--- src/eprom_host_regs.svh ---
// timing counts, widths and idle pin levels for the word eprom host
// assumes a single 250 MHz core clock; every time is in nanoseconds
`ifndef EPROM_HOST_REGS_SVH
`define EPROM_HOST_REGS_SVH

// ----------------------------------------------------------------
// widths
// ----------------------------------------------------------------
`define ADDR_W 18
`define DATA_W 16
`define TMR_W 16
`define PULSE_CNT_W 8
`define ID_BYTE_POS 0

// ----------------------------------------------------------------
// timing
// ----------------------------------------------------------------
`define CLK_PERIOD_NS 4
`define T_ACC_NS 250
`define T_OE_NS 100
`define T_PULSE_NS 100000
`define T_SETTLE_NS 1000
`define MAX_PULSES 100
`define SYNC_STAGES 2

// ----------------------------------------------------------------
// reset levels of the pins
// ----------------------------------------------------------------
`define RST_ADDR 18'h0_0000
`define RST_WORD 16'h0000
`define RST_PULSES 8'h00
`define RST_TMR 16'h0000

`endif

--- src/eprom_host_pkg.sv ---
// types shared by the eprom host controller and its wait timer
// assumes eprom_host_regs.svh is on the include path
package eprom_host_pkg;
  `include "eprom_host_regs.svh"

  // ----------------------------------------------------------------
  // commands and states
  // ----------------------------------------------------------------
  typedef enum logic [1:0] {OP_READ, OP_PROGRAM, OP_VERIFY, OP_IDENT} op_e;

  typedef enum logic [3:0] {
    S_IDLE, S_SUPPLY, S_ADDR, S_GATE, S_PULSE, S_VERIFY, S_RAMPDN, S_RESP
  } state_e;

  // ----------------------------------------------------------------
  // state records
  // ----------------------------------------------------------------
  typedef struct packed {
    state_e st;
    op_e op;
    logic ready;
    logic [`ADDR_W-1:0] addr;
    logic [`DATA_W-1:0] wdata;
    logic [`DATA_W-1:0] dq_out;
    logic dq_oe;
    logic sel_n;
    logic gate_n;
    logic vpp_en;
    logic vcc_hi;
    logic id_hv;
    logic [`PULSE_CNT_W-1:0] pulses;
    logic [`DATA_W-1:0] sync1;
    logic [`DATA_W-1:0] sync2;
    logic [`DATA_W-1:0] rdata;
    logic rsp_valid;
    logic rsp_ok;
  } ctl_s;

  typedef struct packed {
    logic [`TMR_W-1:0] count;
  } tmr_s;
endpackage : eprom_host_pkg

--- src/timer_if.sv ---
// load and done handshake between the host sequencer and its wait timer
// assumes both ends sit on the same core clock
`timescale 1ns/1ps
interface timer_if #(parameter int W = 16);
  logic load;
  logic [W-1:0] value;
  logic done;

  modport ctl (output load, output value, input done);
  modport tmr (input load, input value, output done);
endinterface : timer_if

--- src/eprom_host.sv ---
// host controller for a 256K x 16 uv eprom: read, program with verify, identify
// assumes pins pass through level shifters; vpp, vcc and id high voltage are enables
//
// Summary of operation
// - program mode needs raised program supply, select low, gate high together.
// - host drives the full sixteen-bit word on the data lines while programming.
// - fixed pulses per location, verify after each, stop on match or pulse limit.
// - pulse loop at raised core supply; final verify at nominal supplies.
// - select pulse programs one part; a high select inhibits shared parts.
// - verify: gate low, select high, program supply held raised.
// - identify: high voltage on id trigger line, other address lines low but byte select.
// - select does selection and power; gate only enables drivers.
`timescale 1ns/1ps
`include "eprom_host_regs.svh"
module eprom_host #(
  parameter int unsigned T_ACC_NS = `T_ACC_NS,
  parameter int unsigned T_OE_NS = `T_OE_NS,
  parameter int unsigned PULSE_CYCLES = (`T_PULSE_NS + `CLK_PERIOD_NS - 1) / `CLK_PERIOD_NS,
  parameter int unsigned MAX_PULSES = `MAX_PULSES
) (
  // clock and reset
  input wire logic core_clk,
  input wire logic resetn,
  // command
  input wire logic cmd_valid,
  input wire logic [1:0] cmd_op,
  input wire logic [`ADDR_W-1:0] cmd_addr,
  input wire logic [`DATA_W-1:0] cmd_wdata,
  output logic cmd_ready,
  // response
  output logic rsp_valid,
  output logic [`DATA_W-1:0] rsp_data,
  output logic rsp_ok,
  output logic [`PULSE_CNT_W-1:0] rsp_pulses,
  // memory pins
  output logic [`ADDR_W-1:0] location_inputs,
  input wire logic [`DATA_W-1:0] word_lines_in,
  output logic [`DATA_W-1:0] word_lines_out,
  output logic word_lines_oe,
  output logic select_pulse_n,
  output logic out_gate_n,
  output logic vpp_raise,
  output logic vcc_raise,
  output logic id_trigger_hv
);
  // ----------------------------------------------------------------
  // wait counts
  // ----------------------------------------------------------------
  localparam int unsigned ACC_GAP_I = (T_ACC_NS - T_OE_NS + `CLK_PERIOD_NS - 1) / `CLK_PERIOD_NS;
  localparam int unsigned OE_WAIT_I = (T_OE_NS + `CLK_PERIOD_NS - 1) / `CLK_PERIOD_NS
                                      + `SYNC_STAGES + 1;
  localparam int unsigned SETTLE_I = (`T_SETTLE_NS + `CLK_PERIOD_NS - 1) / `CLK_PERIOD_NS;
  localparam logic [`TMR_W-1:0] ACC_GAP = `TMR_W'(ACC_GAP_I < 1 ? 1 : ACC_GAP_I);
  localparam logic [`TMR_W-1:0] OE_WAIT = `TMR_W'(OE_WAIT_I);
  localparam logic [`TMR_W-1:0] SETTLE = `TMR_W'(SETTLE_I);
  localparam logic [`TMR_W-1:0] PULSE = `TMR_W'(PULSE_CYCLES);
  localparam logic [`PULSE_CNT_W-1:0] PULSE_MAX = `PULSE_CNT_W'(MAX_PULSES);

  eprom_host_pkg::ctl_s q;
  eprom_host_pkg::ctl_s next_q;
  timer_if #(.W(`TMR_W)) tif ();

  wait_timer u_timer (
    .core_clk(core_clk),
    .resetn(resetn),
    .t(tif.tmr)
  );

  // odd parity over an identity byte
  function automatic logic odd_byte(input logic [7:0] b);
    return ^b;
  endfunction : odd_byte

  // ----------------------------------------------------------------
  // sequencer
  // ----------------------------------------------------------------
  always_comb begin
    next_q = q;
    tif.load = 1'b0;
    tif.value = '0;
    next_q.rsp_valid = 1'b0;
    // two stage capture of the data lines
    next_q.sync1 = word_lines_in;
    next_q.sync2 = q.sync1;
    case (q.st)
      eprom_host_pkg::S_IDLE: begin
        next_q.ready = 1'b1;
        if (cmd_valid && q.ready) begin
          next_q.ready = 1'b0;
          next_q.op = eprom_host_pkg::op_e'(cmd_op);
          next_q.addr = cmd_addr;
          next_q.wdata = cmd_wdata;
          next_q.pulses = `RST_PULSES;
          next_q.rsp_ok = 1'b0;
          tif.load = 1'b1;
          case (eprom_host_pkg::op_e'(cmd_op))
            eprom_host_pkg::OP_PROGRAM: begin
              next_q.vcc_hi = 1'b1;
              next_q.vpp_en = 1'b1;
              next_q.dq_out = cmd_wdata;
              next_q.dq_oe = 1'b1;
              tif.value = SETTLE;
              next_q.st = eprom_host_pkg::S_SUPPLY;
            end
            eprom_host_pkg::OP_IDENT: begin
              next_q.addr = `RST_ADDR;
              next_q.id_hv = 1'b1;
              tif.value = SETTLE;
              next_q.st = eprom_host_pkg::S_SUPPLY;
            end
            default: begin
              next_q.sel_n = 1'b0;
              tif.value = ACC_GAP;
              next_q.st = eprom_host_pkg::S_ADDR;
            end
          endcase
        end
      end
      eprom_host_pkg::S_SUPPLY: begin
        if (tif.done) begin
          tif.load = 1'b1;
          if (q.op == eprom_host_pkg::OP_PROGRAM && !q.dq_oe) begin
            // device outputs have floated; drive the word again
            next_q.dq_oe = 1'b1;
            tif.value = ACC_GAP;
          end else if (q.op == eprom_host_pkg::OP_PROGRAM) begin
            // low pulse, gate high, this part only
            next_q.sel_n = 1'b0;
            tif.value = PULSE;
            next_q.st = eprom_host_pkg::S_PULSE;
          end else begin
            next_q.sel_n = 1'b0;
            tif.value = ACC_GAP;
            next_q.st = eprom_host_pkg::S_ADDR;
          end
        end
      end
      eprom_host_pkg::S_ADDR: begin
        // gate falls after select and address settle
        if (tif.done) begin
          next_q.gate_n = 1'b0;
          tif.load = 1'b1;
          tif.value = OE_WAIT;
          next_q.st = eprom_host_pkg::S_GATE;
        end
      end
      eprom_host_pkg::S_GATE: begin
        if (tif.done) begin
          next_q.gate_n = 1'b1;
          tif.load = 1'b1;
          if (q.op == eprom_host_pkg::OP_IDENT && !q.addr[`ID_BYTE_POS]) begin
            // maker byte taken, now device byte
            next_q.rdata[7:0] = q.sync2[7:0];
            next_q.addr[`ID_BYTE_POS] = 1'b1;
            tif.value = ACC_GAP;
            next_q.st = eprom_host_pkg::S_ADDR;
          end else if (q.op == eprom_host_pkg::OP_IDENT) begin
            // both bytes checked for odd parity
            next_q.rdata[15:8] = q.sync2[7:0];
            next_q.rsp_ok = odd_byte(q.rdata[7:0]) && odd_byte(q.sync2[7:0]);
            next_q.sel_n = 1'b1;
            next_q.id_hv = 1'b0;
            tif.value = SETTLE;
            next_q.st = eprom_host_pkg::S_RAMPDN;
          end else begin
            next_q.rdata = q.sync2;
            next_q.rsp_ok = (q.op != eprom_host_pkg::OP_VERIFY) || (q.sync2 == q.wdata);
            next_q.sel_n = 1'b1;
            tif.value = 16'h0001;
            next_q.st = eprom_host_pkg::S_RAMPDN;
          end
        end
      end
      eprom_host_pkg::S_PULSE: begin
        if (tif.done) begin
          // verify with select high, gate low, vpp held
          next_q.sel_n = 1'b1;
          next_q.dq_oe = 1'b0;
          next_q.gate_n = 1'b0;
          next_q.pulses = q.pulses + 1'b1;
          tif.load = 1'b1;
          tif.value = OE_WAIT;
          next_q.st = eprom_host_pkg::S_VERIFY;
        end
      end
      eprom_host_pkg::S_VERIFY: begin
        if (tif.done) begin
          next_q.gate_n = 1'b1;
          next_q.rdata = q.sync2;
          tif.load = 1'b1;
          tif.value = SETTLE;
          // stop on match or pulse limit
          if (q.sync2 == q.wdata || q.pulses >= PULSE_MAX) begin
            next_q.rsp_ok = (q.sync2 == q.wdata);
            next_q.vpp_en = 1'b0;
            next_q.vcc_hi = 1'b0;
            next_q.st = eprom_host_pkg::S_RAMPDN;
          end else begin
            next_q.st = eprom_host_pkg::S_SUPPLY;
          end
        end
      end
      eprom_host_pkg::S_RAMPDN: begin
        if (tif.done) begin
          next_q.st = eprom_host_pkg::S_RESP;
        end
      end
      eprom_host_pkg::S_RESP: begin
        next_q.rsp_valid = 1'b1;
        next_q.st = eprom_host_pkg::S_IDLE;
      end
      default: begin
        next_q.st = eprom_host_pkg::S_IDLE;
      end
    endcase
  end

  // ----------------------------------------------------------------
  // state register
  // ----------------------------------------------------------------
  always_ff @(posedge core_clk) begin
    if (!resetn) begin
      q <= '{st: eprom_host_pkg::S_IDLE, op: eprom_host_pkg::OP_READ, ready: 1'b0,
             addr: `RST_ADDR, wdata: `RST_WORD, dq_out: `RST_WORD, dq_oe: 1'b0,
             sel_n: 1'b1, gate_n: 1'b1, vpp_en: 1'b0, vcc_hi: 1'b0, id_hv: 1'b0,
             pulses: `RST_PULSES, sync1: `RST_WORD, sync2: `RST_WORD,
             rdata: `RST_WORD, rsp_valid: 1'b0, rsp_ok: 1'b0};
    end else begin
      q <= next_q;
    end
  end

  // ----------------------------------------------------------------
  // outputs straight from the state register
  // ----------------------------------------------------------------
  assign cmd_ready = q.ready;
  assign rsp_valid = q.rsp_valid;
  assign rsp_data = q.rdata;
  assign rsp_ok = q.rsp_ok;
  assign rsp_pulses = q.pulses;
  assign location_inputs = q.addr;
  assign word_lines_out = q.dq_out;
  assign word_lines_oe = q.dq_oe;
  assign select_pulse_n = q.sel_n;
  assign out_gate_n = q.gate_n;
  assign vpp_raise = q.vpp_en;
  assign vcc_raise = q.vcc_hi;
  assign id_trigger_hv = q.id_hv;
endmodule : eprom_host

--- src/wait_timer.sv ---
// down counter that tells the sequencer when a wait has run out
// assumes load values of one or more; done is high while the count is zero
`timescale 1ns/1ps
`include "eprom_host_regs.svh"
module wait_timer (
  // clock and reset
  input wire logic core_clk,
  input wire logic resetn,
  // sequencer side
  timer_if.tmr t
);
  eprom_host_pkg::tmr_s q;
  eprom_host_pkg::tmr_s next_q;

  // ----------------------------------------------------------------
  // counting
  // ----------------------------------------------------------------
  // load wins over the decrement
  always_comb begin
    next_q = q;
    if (t.load) begin
      next_q.count = t.value;
    end else if (q.count != '0) begin
      next_q.count = q.count - 1'b1;
    end
  end

  always_ff @(posedge core_clk) begin
    if (!resetn) begin
      q.count <= `RST_TMR;
    end else begin
      q <= next_q;
    end
  end

  assign t.done = (q.count == '0);
endmodule : wait_timer
--- config.mk ---
export PLATFORM = sky130hd
export DESIGN_NAME = eprom_host
export DESIGN_NICKNAME = d
export VERILOG_FILES = /design/src/eprom_host_pkg.sv /design/src/timer_if.sv /design/src/eprom_host.sv /design/src/wait_timer.sv
export VERILOG_INCLUDE_DIRS = /design/src
export SDC_FILE = /design/constraint.sdc
export NUM_CORES = 1
export LEC_CHECK = 0
export ABC_AREA = 1
export ABC_CLOCK_PERIOD_IN_PS = 2900
export BUFFER_PORTS_ARGS = -buffer_cell sky130_fd_sc_hd__clkbuf_2
export CAP_MARGIN = 20
export CORE_MARGIN = 2
export CORE_UTILIZATION = 56
export CTS_CLUSTER_SIZE = 10
export DETAILED_ROUTE_END_ITERATION = 16
export PLACE_DENSITY = 0.77
export SETUP_SLACK_MARGIN = 0.2
export SLEW_MARGIN = 10
export SYNTH_ARGS = -nofsm -noshare
export SYNTH_HDL_FRONTEND = slang
export SYNTH_HIERARCHICAL = 1
export SYNTH_SLANG_ARGS = --single-unit
--- constraint.sdc ---
create_clock -name core_clk -period 2.9 [get_ports core_clk]
set_clock_uncertainty 0.15 [all_clocks]
set_input_delay 0.29 -clock core_clk [delete_from_list [all_inputs] [get_ports core_clk]]
set_output_delay 0.29 -clock core_clk [all_outputs]
set_load 0.005 [all_outputs]
==> results of run 1 <==
final cells by class:
class                           instances  area share (%)
Clock inverter                          7            1.20
Timing Repair Buffer                  179            14.4
Inverter                              126            5.92
Sequential cell                       135            33.4
Clock buffer                           22            5.85
Multi-Input combinational cell        609            37.0
Tap cell                              147            2.27
cell families (layout without fill, tap and decap cells):
| logic type | Yosys count | after routing | synth area share [%] |
|---|---|---|---|
| buffers and inverters | 214 | 334 | 15.8 |
| XOR/XNOR | 17 | 17 | 2.21 |
| adder cells (fa/ha/maj) | 3 | 3 | 0.558 |
| AND/OR/NAND/NOR | 447 | 447 | 29.9 |
| AO/OA/AOI/OAI | 137 | 137 | 11.3 |
| other | 1 | 5 | 0.0557 |
| flip-flops | 135 | 135 | 40.2 |
critical path: cells and delay by family (launching register included):
family / cells / cell delay (ps)
simple gates: 10 / 1060
buf+inv: 4 / 520
flops: 1 / 330
fa+ha+maj: 1 / 220
compound gates: 1 / 70
power by group:
group | switching (mW) | internal (mW) | total [mW] | leakage (nW)
logic | 1.07 | 0.662 | 1.73 | 2.62
clock network | 0.764 | 1.32 | 2.08 | 0.274
registers | 0.152 | 2.03 | 2.18 | 1.10
total | 1.98 | 4.01 | 5.99 | 3.99
flip-flops by register name, indices dropped and copies added, names as in the netlist, 8 cells and up:
name and flops:
location_inputs 18, next_q 16, q 37, rsp_data 16, rsp_pulses 8, u_timer/q 16
word_lines_out 16
path summary, 6_finish.rpt:
check | slack (ps) | from | cells past startpoint | end
setup / recovery | 470 | u_timer/q[0] | 16 | u_timer/q[3]
hold / removal | 40 | cmd_op[1] | 3 | q[116]
setup reg to reg | 470 | u_timer/q[0] | 16 | u_timer/q[3]
hold reg to reg | 260 | next_q[21] | 2 | q[21]
through the flow:
stage	utilization, %	cells	setup WS (ps)	hold slack [ps]	instance area [um^2]
after CTS	68.0	1223	205	31.9	8060
after floorplan	-	958	295	238	6750
after global placement	59.0	1145	430	247	7000
after detailed placement	59.0	1145	308	251	7000
final	68.3	1225	472	44.6	8100
after global routing	68.3	1225	208	50.0	8100
cell usage in the layout (no fill, tap or decap), drive strengths merged:
cell type	synthesis	layout
nand3b	1	1
a211oi	18	18
xor2	8	8
buf	71	9
or2	2	2
conb	1	5
clkbuf	17	143
nand3	43	43
nor4	1	1
o311ai	1	1
and3	1	1
a41oi	1	1
nor3	15	15
xnor2	9	9
a31oi	3	3
o21ai	53	53
bufinv	0	2
nor2	119	119
a21boi	1	1
clkinvlp	0	3
nand4	7	7
a21o	1	1
nand2	254	254
clkinv	2	4
dfxtp	135	135
o2111ai	1	1
a21oi	55	55
o211ai	1	1
a22oi	1	1
inv	124	124
o221ai	1	1
nor3b	4	4
ha	3	3
dlygate4sd3	0	49
routing by layer:
metal	share of wire [%]	GRT usage, %
met1	45	32.7
met2	47	42.0
met3	5.6	6.48
met4	1.6	9.11
met5	0	0
repair_timing:
item | CTS | global route
hold endpoints to repair | 53 | 0
hold buffers | 49 | 0
setup endpoints to repair | 0 | 11
setup buffers | 0 | 2
resized for setup | 0 | 5
cell usage after synthesis (all sizes together), types with 2 or more instances:
library cell,n
nand2,254
inv,124
buf,71
clkinv,2
a31oi,3
nor3b,4
nor3,15
xor2,8
ha,3
xnor2,9
clkbuf,17
dfxtp,135
a21oi,55
or2,2
nor2,119
a211oi,18
nand4,7
nand3,43
o21ai,53
==> metrics.md, run 1 <==
| Metric | Value |
|---|---|
| Slew HR | `53.0%` |
| CP Cell Sequence | `inv_1 > ha_2 > nand2_4 > nor2_8 > nand4_4 > inv_1 > clkinvlp_4 > nor2_1 > inv_1 > nor3_4 > nor2_1 > nand4_1 > nand2_1 > o21ai_0 > nand2_1 > nor2_1` |
| Via-to-Cell Ratio | `5.00` |
| Tcrit/Tclk final | `83.7%` |
| DRC errors left | `0` |
| Final net count | `1126` |
| Leak pwr | `3.99 nW` |
| Drt pass-1 iters | `5` |
| Total global routing track utilization | `25.5%` |
| CTS tree | `done` |
| Wire length per cell | `13.2 um` |
| Total grt overflow | `0` |
| Fmax | `412 MHz` |
| Critical path arrival | `2620 ps` |
| Layout area overhead | `20.4%` |
| Worst Setup End Kind | `register` |
| Critical path required time | `3100 ps` |
| Ys async rst share | `0%` |
| Fin. max-slew vios | `0` |
| Pwr Total | `5.99 mW` |
| Hold Path Class | `input pin to register` |
| Run status | `complete, no violations` |
| I/O Pins | `122` |
| Share of layout cells above drive strength 1 | `19.4%` |
| Setup violators final | `0` |
| Clock buffer depth | `2` |
| Core ar. | `11900 um^2` |
| Clock period minus worst slack | `2430 ps` |
| Synth unique cells | `48` |
| Worst slew pin tran | `703 ps` |
| Ys flop type | `dfxtp_1` |
| Peak supply drop | `0.000393 V` |
| Starting Density | `56.7%` |
| Final Hold Fails | `0` |
| Critical-path maximum fanout | `8` |
| N_diodes | `0` |
| Number of synthesized register bits | `135` |
| Clock transition at the registers of the reported paths | `50 ps` |
| Yosys top cell by area | `dfxtp_1` |
| DR vias | `6128` |
| Die footprint | `12900 um^2` |
| Port Buffers | `121` |
| Clock root cell | `clkbuf_16` |
| Fillers | `988` |
| Register area | `2700 um^2` |
| Slowest CP cell | `dfxtp_1` |
| Syn. warnings | `6` |
| Setup TNS | `0 ps` |
| Max capacitance violation total | `0` |
| # rows | `40` |
| Clk_lat worst skew | `420 ps` |
| Synth Area per Inst | `7.05 um^2` |
| Number of global-route vias before repair | `5722` |
| Post-synthesis sequential area ratio | `40.2%` |
| CTS sink count | `135` |
| Routed WL | `16200 um` |
| Post-DRT Antenna Nets | `0` |
| Die Wd | `114 um` |
| Initial antenna violation count | `0` |
| Multi-input gate area | `3000 um^2` |
| CP max stage delay | `330 ps` |
| Post-synthesis cell area | `6730 um^2` |
| RSZ-0062 raised after global routing | `no` |
| First-pass GRT wire length | `26400 um` |
| Top cell type's share of synthesized area | `40.2%` |
| Area contributors post-synth | `dfxtp_1 (40%), nand2_1 (13%), buf_4 (6.7%)` |
| Startpoint Class | `register` |
| RePlAce Congestion | `0.890` |
| Post-synth EDFFs | `0` |
| H-tree depth | `4` |
| HPWL Detailed | `10900 um` |
| Power per cell area | `739 nW/um^2` |
| Largest net degree at the start of global routing | `47` |
| Cts bufs inserted | `17` |
| Die H | `114 um` |
| Class of the most critical setup path | `register to register` |
| Synth Instances | `954` |
| Drt first-iter violations | `349` |
Power figures use the tool's default switching activity.
==> run 2: changes to the inputs <==
Settings changed: ABC_CLOCK_PERIOD_IN_PS 2900 to 2200, CORE_UTILIZATION 56 to 51, PLACE_DENSITY 0.77 to 0.74.
Clock period 2.9 ns to 2.2 ns, I/O delays scaled along.
==> metrics.md, run 2 (synthesis gave the netlist of run 1 again) <==
| Metric | Value |
|---|---|
| Setup TNS | `0 ps` |
| Die H | `119 um` |
| Peak supply drop | `0.000601 V` |
| Layout area overhead | `28.9%` |
| Wire length per cell | `13.4 um` |
| I/O Pins | `122` |
| Multi-input gate area | `3140 um^2` |
| Critical path required time | `2330 ps` |
| Number of global-route vias before repair | `5956` |
| Fillers | `1024` |
| Class of the most critical setup path | `register to register` |
| Clock period minus worst slack | `1980 ps` |
| Max reg flops | `37` |
| Cts bufs inserted | `17` |
| # rows | `41` |
| DRC errors left | `0` |
| Clk_lat worst skew | `420 ps` |
| Drt pass-1 iters | `5` |
| Post-DRT Antenna Nets | `0` |
| First-pass GRT wire length | `28200 um` |
| Most frequent cells in the layout | `nand2_1 (236), dfxtp_1 (127), clkbuf_2 (121), inv_1 (106), nor2_1 (96)` |
| N_diodes | `0` |
| Core ar. | `12800 um^2` |
| Power per cell area | `1010 nW/um^2` |
| Total grt overflow | `0` |
| Setup violators final | `0` |
| Tcrit/Tclk final | `90.1%` |
| Via-to-Cell Ratio | `4.92` |
| Largest Register | `q` |
| Final Hold Fails | `0` |
| Register area | `2710 um^2` |
| RePlAce Congestion | `0.999` |
| Critical-path maximum fanout | `8` |
| Max capacitance violation total | `0` |
| CTS tree | `done` |
| Run status | `complete, no violations` |
| Initial antenna violation count | `0` |
| Final net count | `1166` |
| Starting Density | `52.7%` |
| CP Cell Sequence | `nor2_2 > nand2_4 > nor2_8 > nand4_4 > clkinv_4 > clkinv_8 > o21ai_4 > inv_4 > or2_1 > nand3_1 > nor2_1` |
| Hold Path Class | `input pin to register` |
| CTS sink count | `135` |
| Total global routing track utilization | `24.8%` |
| Critical path arrival | `2110 ps` |
| Slew HR | `65.5%` |
| Largest net degree at the start of global routing | `35` |
| Share of layout cells above drive strength 1 | `25.8%` |
| Leak pwr | `4.27 nW` |
| Startpoint Class | `register` |
| Slowest CP cell | `dfxtp_1` |
| Fmax | `505 MHz` |
| CP max stage delay | `350 ps` |
| Clock root cell | `clkbuf_16` |
| Port Buffers | `121` |
| Finished Layout Cells | `1293` |
| Clock transition at the registers of the reported paths | `60 ps` |
| Worst Setup End Kind | `register` |
| Worst slew pin tran | `518 ps` |
| Routed WL | `17300 um` |
| Fin. max-slew vios | `0` |
| Clock buffer depth | `2` |
| DP Cell Count | `1194` |
| H-tree depth | `4` |
| Hold Slack | `47.2 ps` |
| RSZ-0062 raised after global routing | `yes` |
| Die footprint | `14100 um^2` |
| Drt first-iter violations | `467` |
| Most common cell after layout, fill and taps aside | `nand2_1` |
| DR vias | `6360` |
| Die Wd | `119 um` |
| HPWL Detailed | `11700 um` |
[run 2: what timing repair did]
item                                    CTS  global route
gates resized for setup                  13            31
endpoints found under the hold margin    67             0
endpoints found under the setup margin   33            42
setup buffers                             8             8
pin swaps                                 8            12
cloned                                    0             0
hold buffers                             51             0
[run 2: final cells by class]
| type | count | area share, % |
|---|---|---|
| Multi-Input combinational cell | 609 | 36.2 |
| Tap cell | 172 | 2.48 |
| Clock inverter | 11 | 1.95 |
| Clock buffer | 21 | 5.42 |
| Inverter | 126 | 5.74 |
| Sequential cell | 135 | 31.3 |
| Timing Repair Buffer | 219 | 17.0 |
[run 2: worst paths after layout]
check,from,end,slack [ps],depth (start not counted)
worst max-delay path,u_timer/q[2],u_timer/q[6],220,11
worst min-delay path,cmd_op[0],select_pulse_n,50,4
worst max register to register,u_timer/q[2],u_timer/q[6],220,11
worst min register to register,next_q[18],q[18],260,2
[run 2: critical path: cells and delay by family (launching register included)]
family                 cells  cell delay (ps)
AOI/OAI and AO/OA          1              220
buffers and inverters      3              310
and+or+nand+nor            7              800
DFF                        1              350
[run 2: layer usage]
layer	global-route usage, %	vias to the layer above	wire length [um]
li1	-	3249	-
met1	31.9	2855	7890
met2	40.2	221	8000
met3	6.08	35	1030
met4	9.60	0	393
met5	0	-	0
[run 2: through the flow]
stage	utilization, %	setup slack, ps	power (mW)	cell area [um^2]
after floorplan	-	77.0	4.74	6820
after global placement	56.9	40.1	5.28	7260
after detailed placement	56.9	34.8	5.30	7260
after CTS	66.7	203	8.57	8520
after global routing	67.9	73.9	9.24	8680
final	67.9	218	8.76	8680
[run 2: power breakdown]
| group | internal (mW) | switching (mW) |
|---|---|---|
| logic | 1.21 | 1.61 |
| clock network | 1.99 | 1.07 |
| registers | 2.68 | 0.205 |
| total | 5.88 | 2.88 |
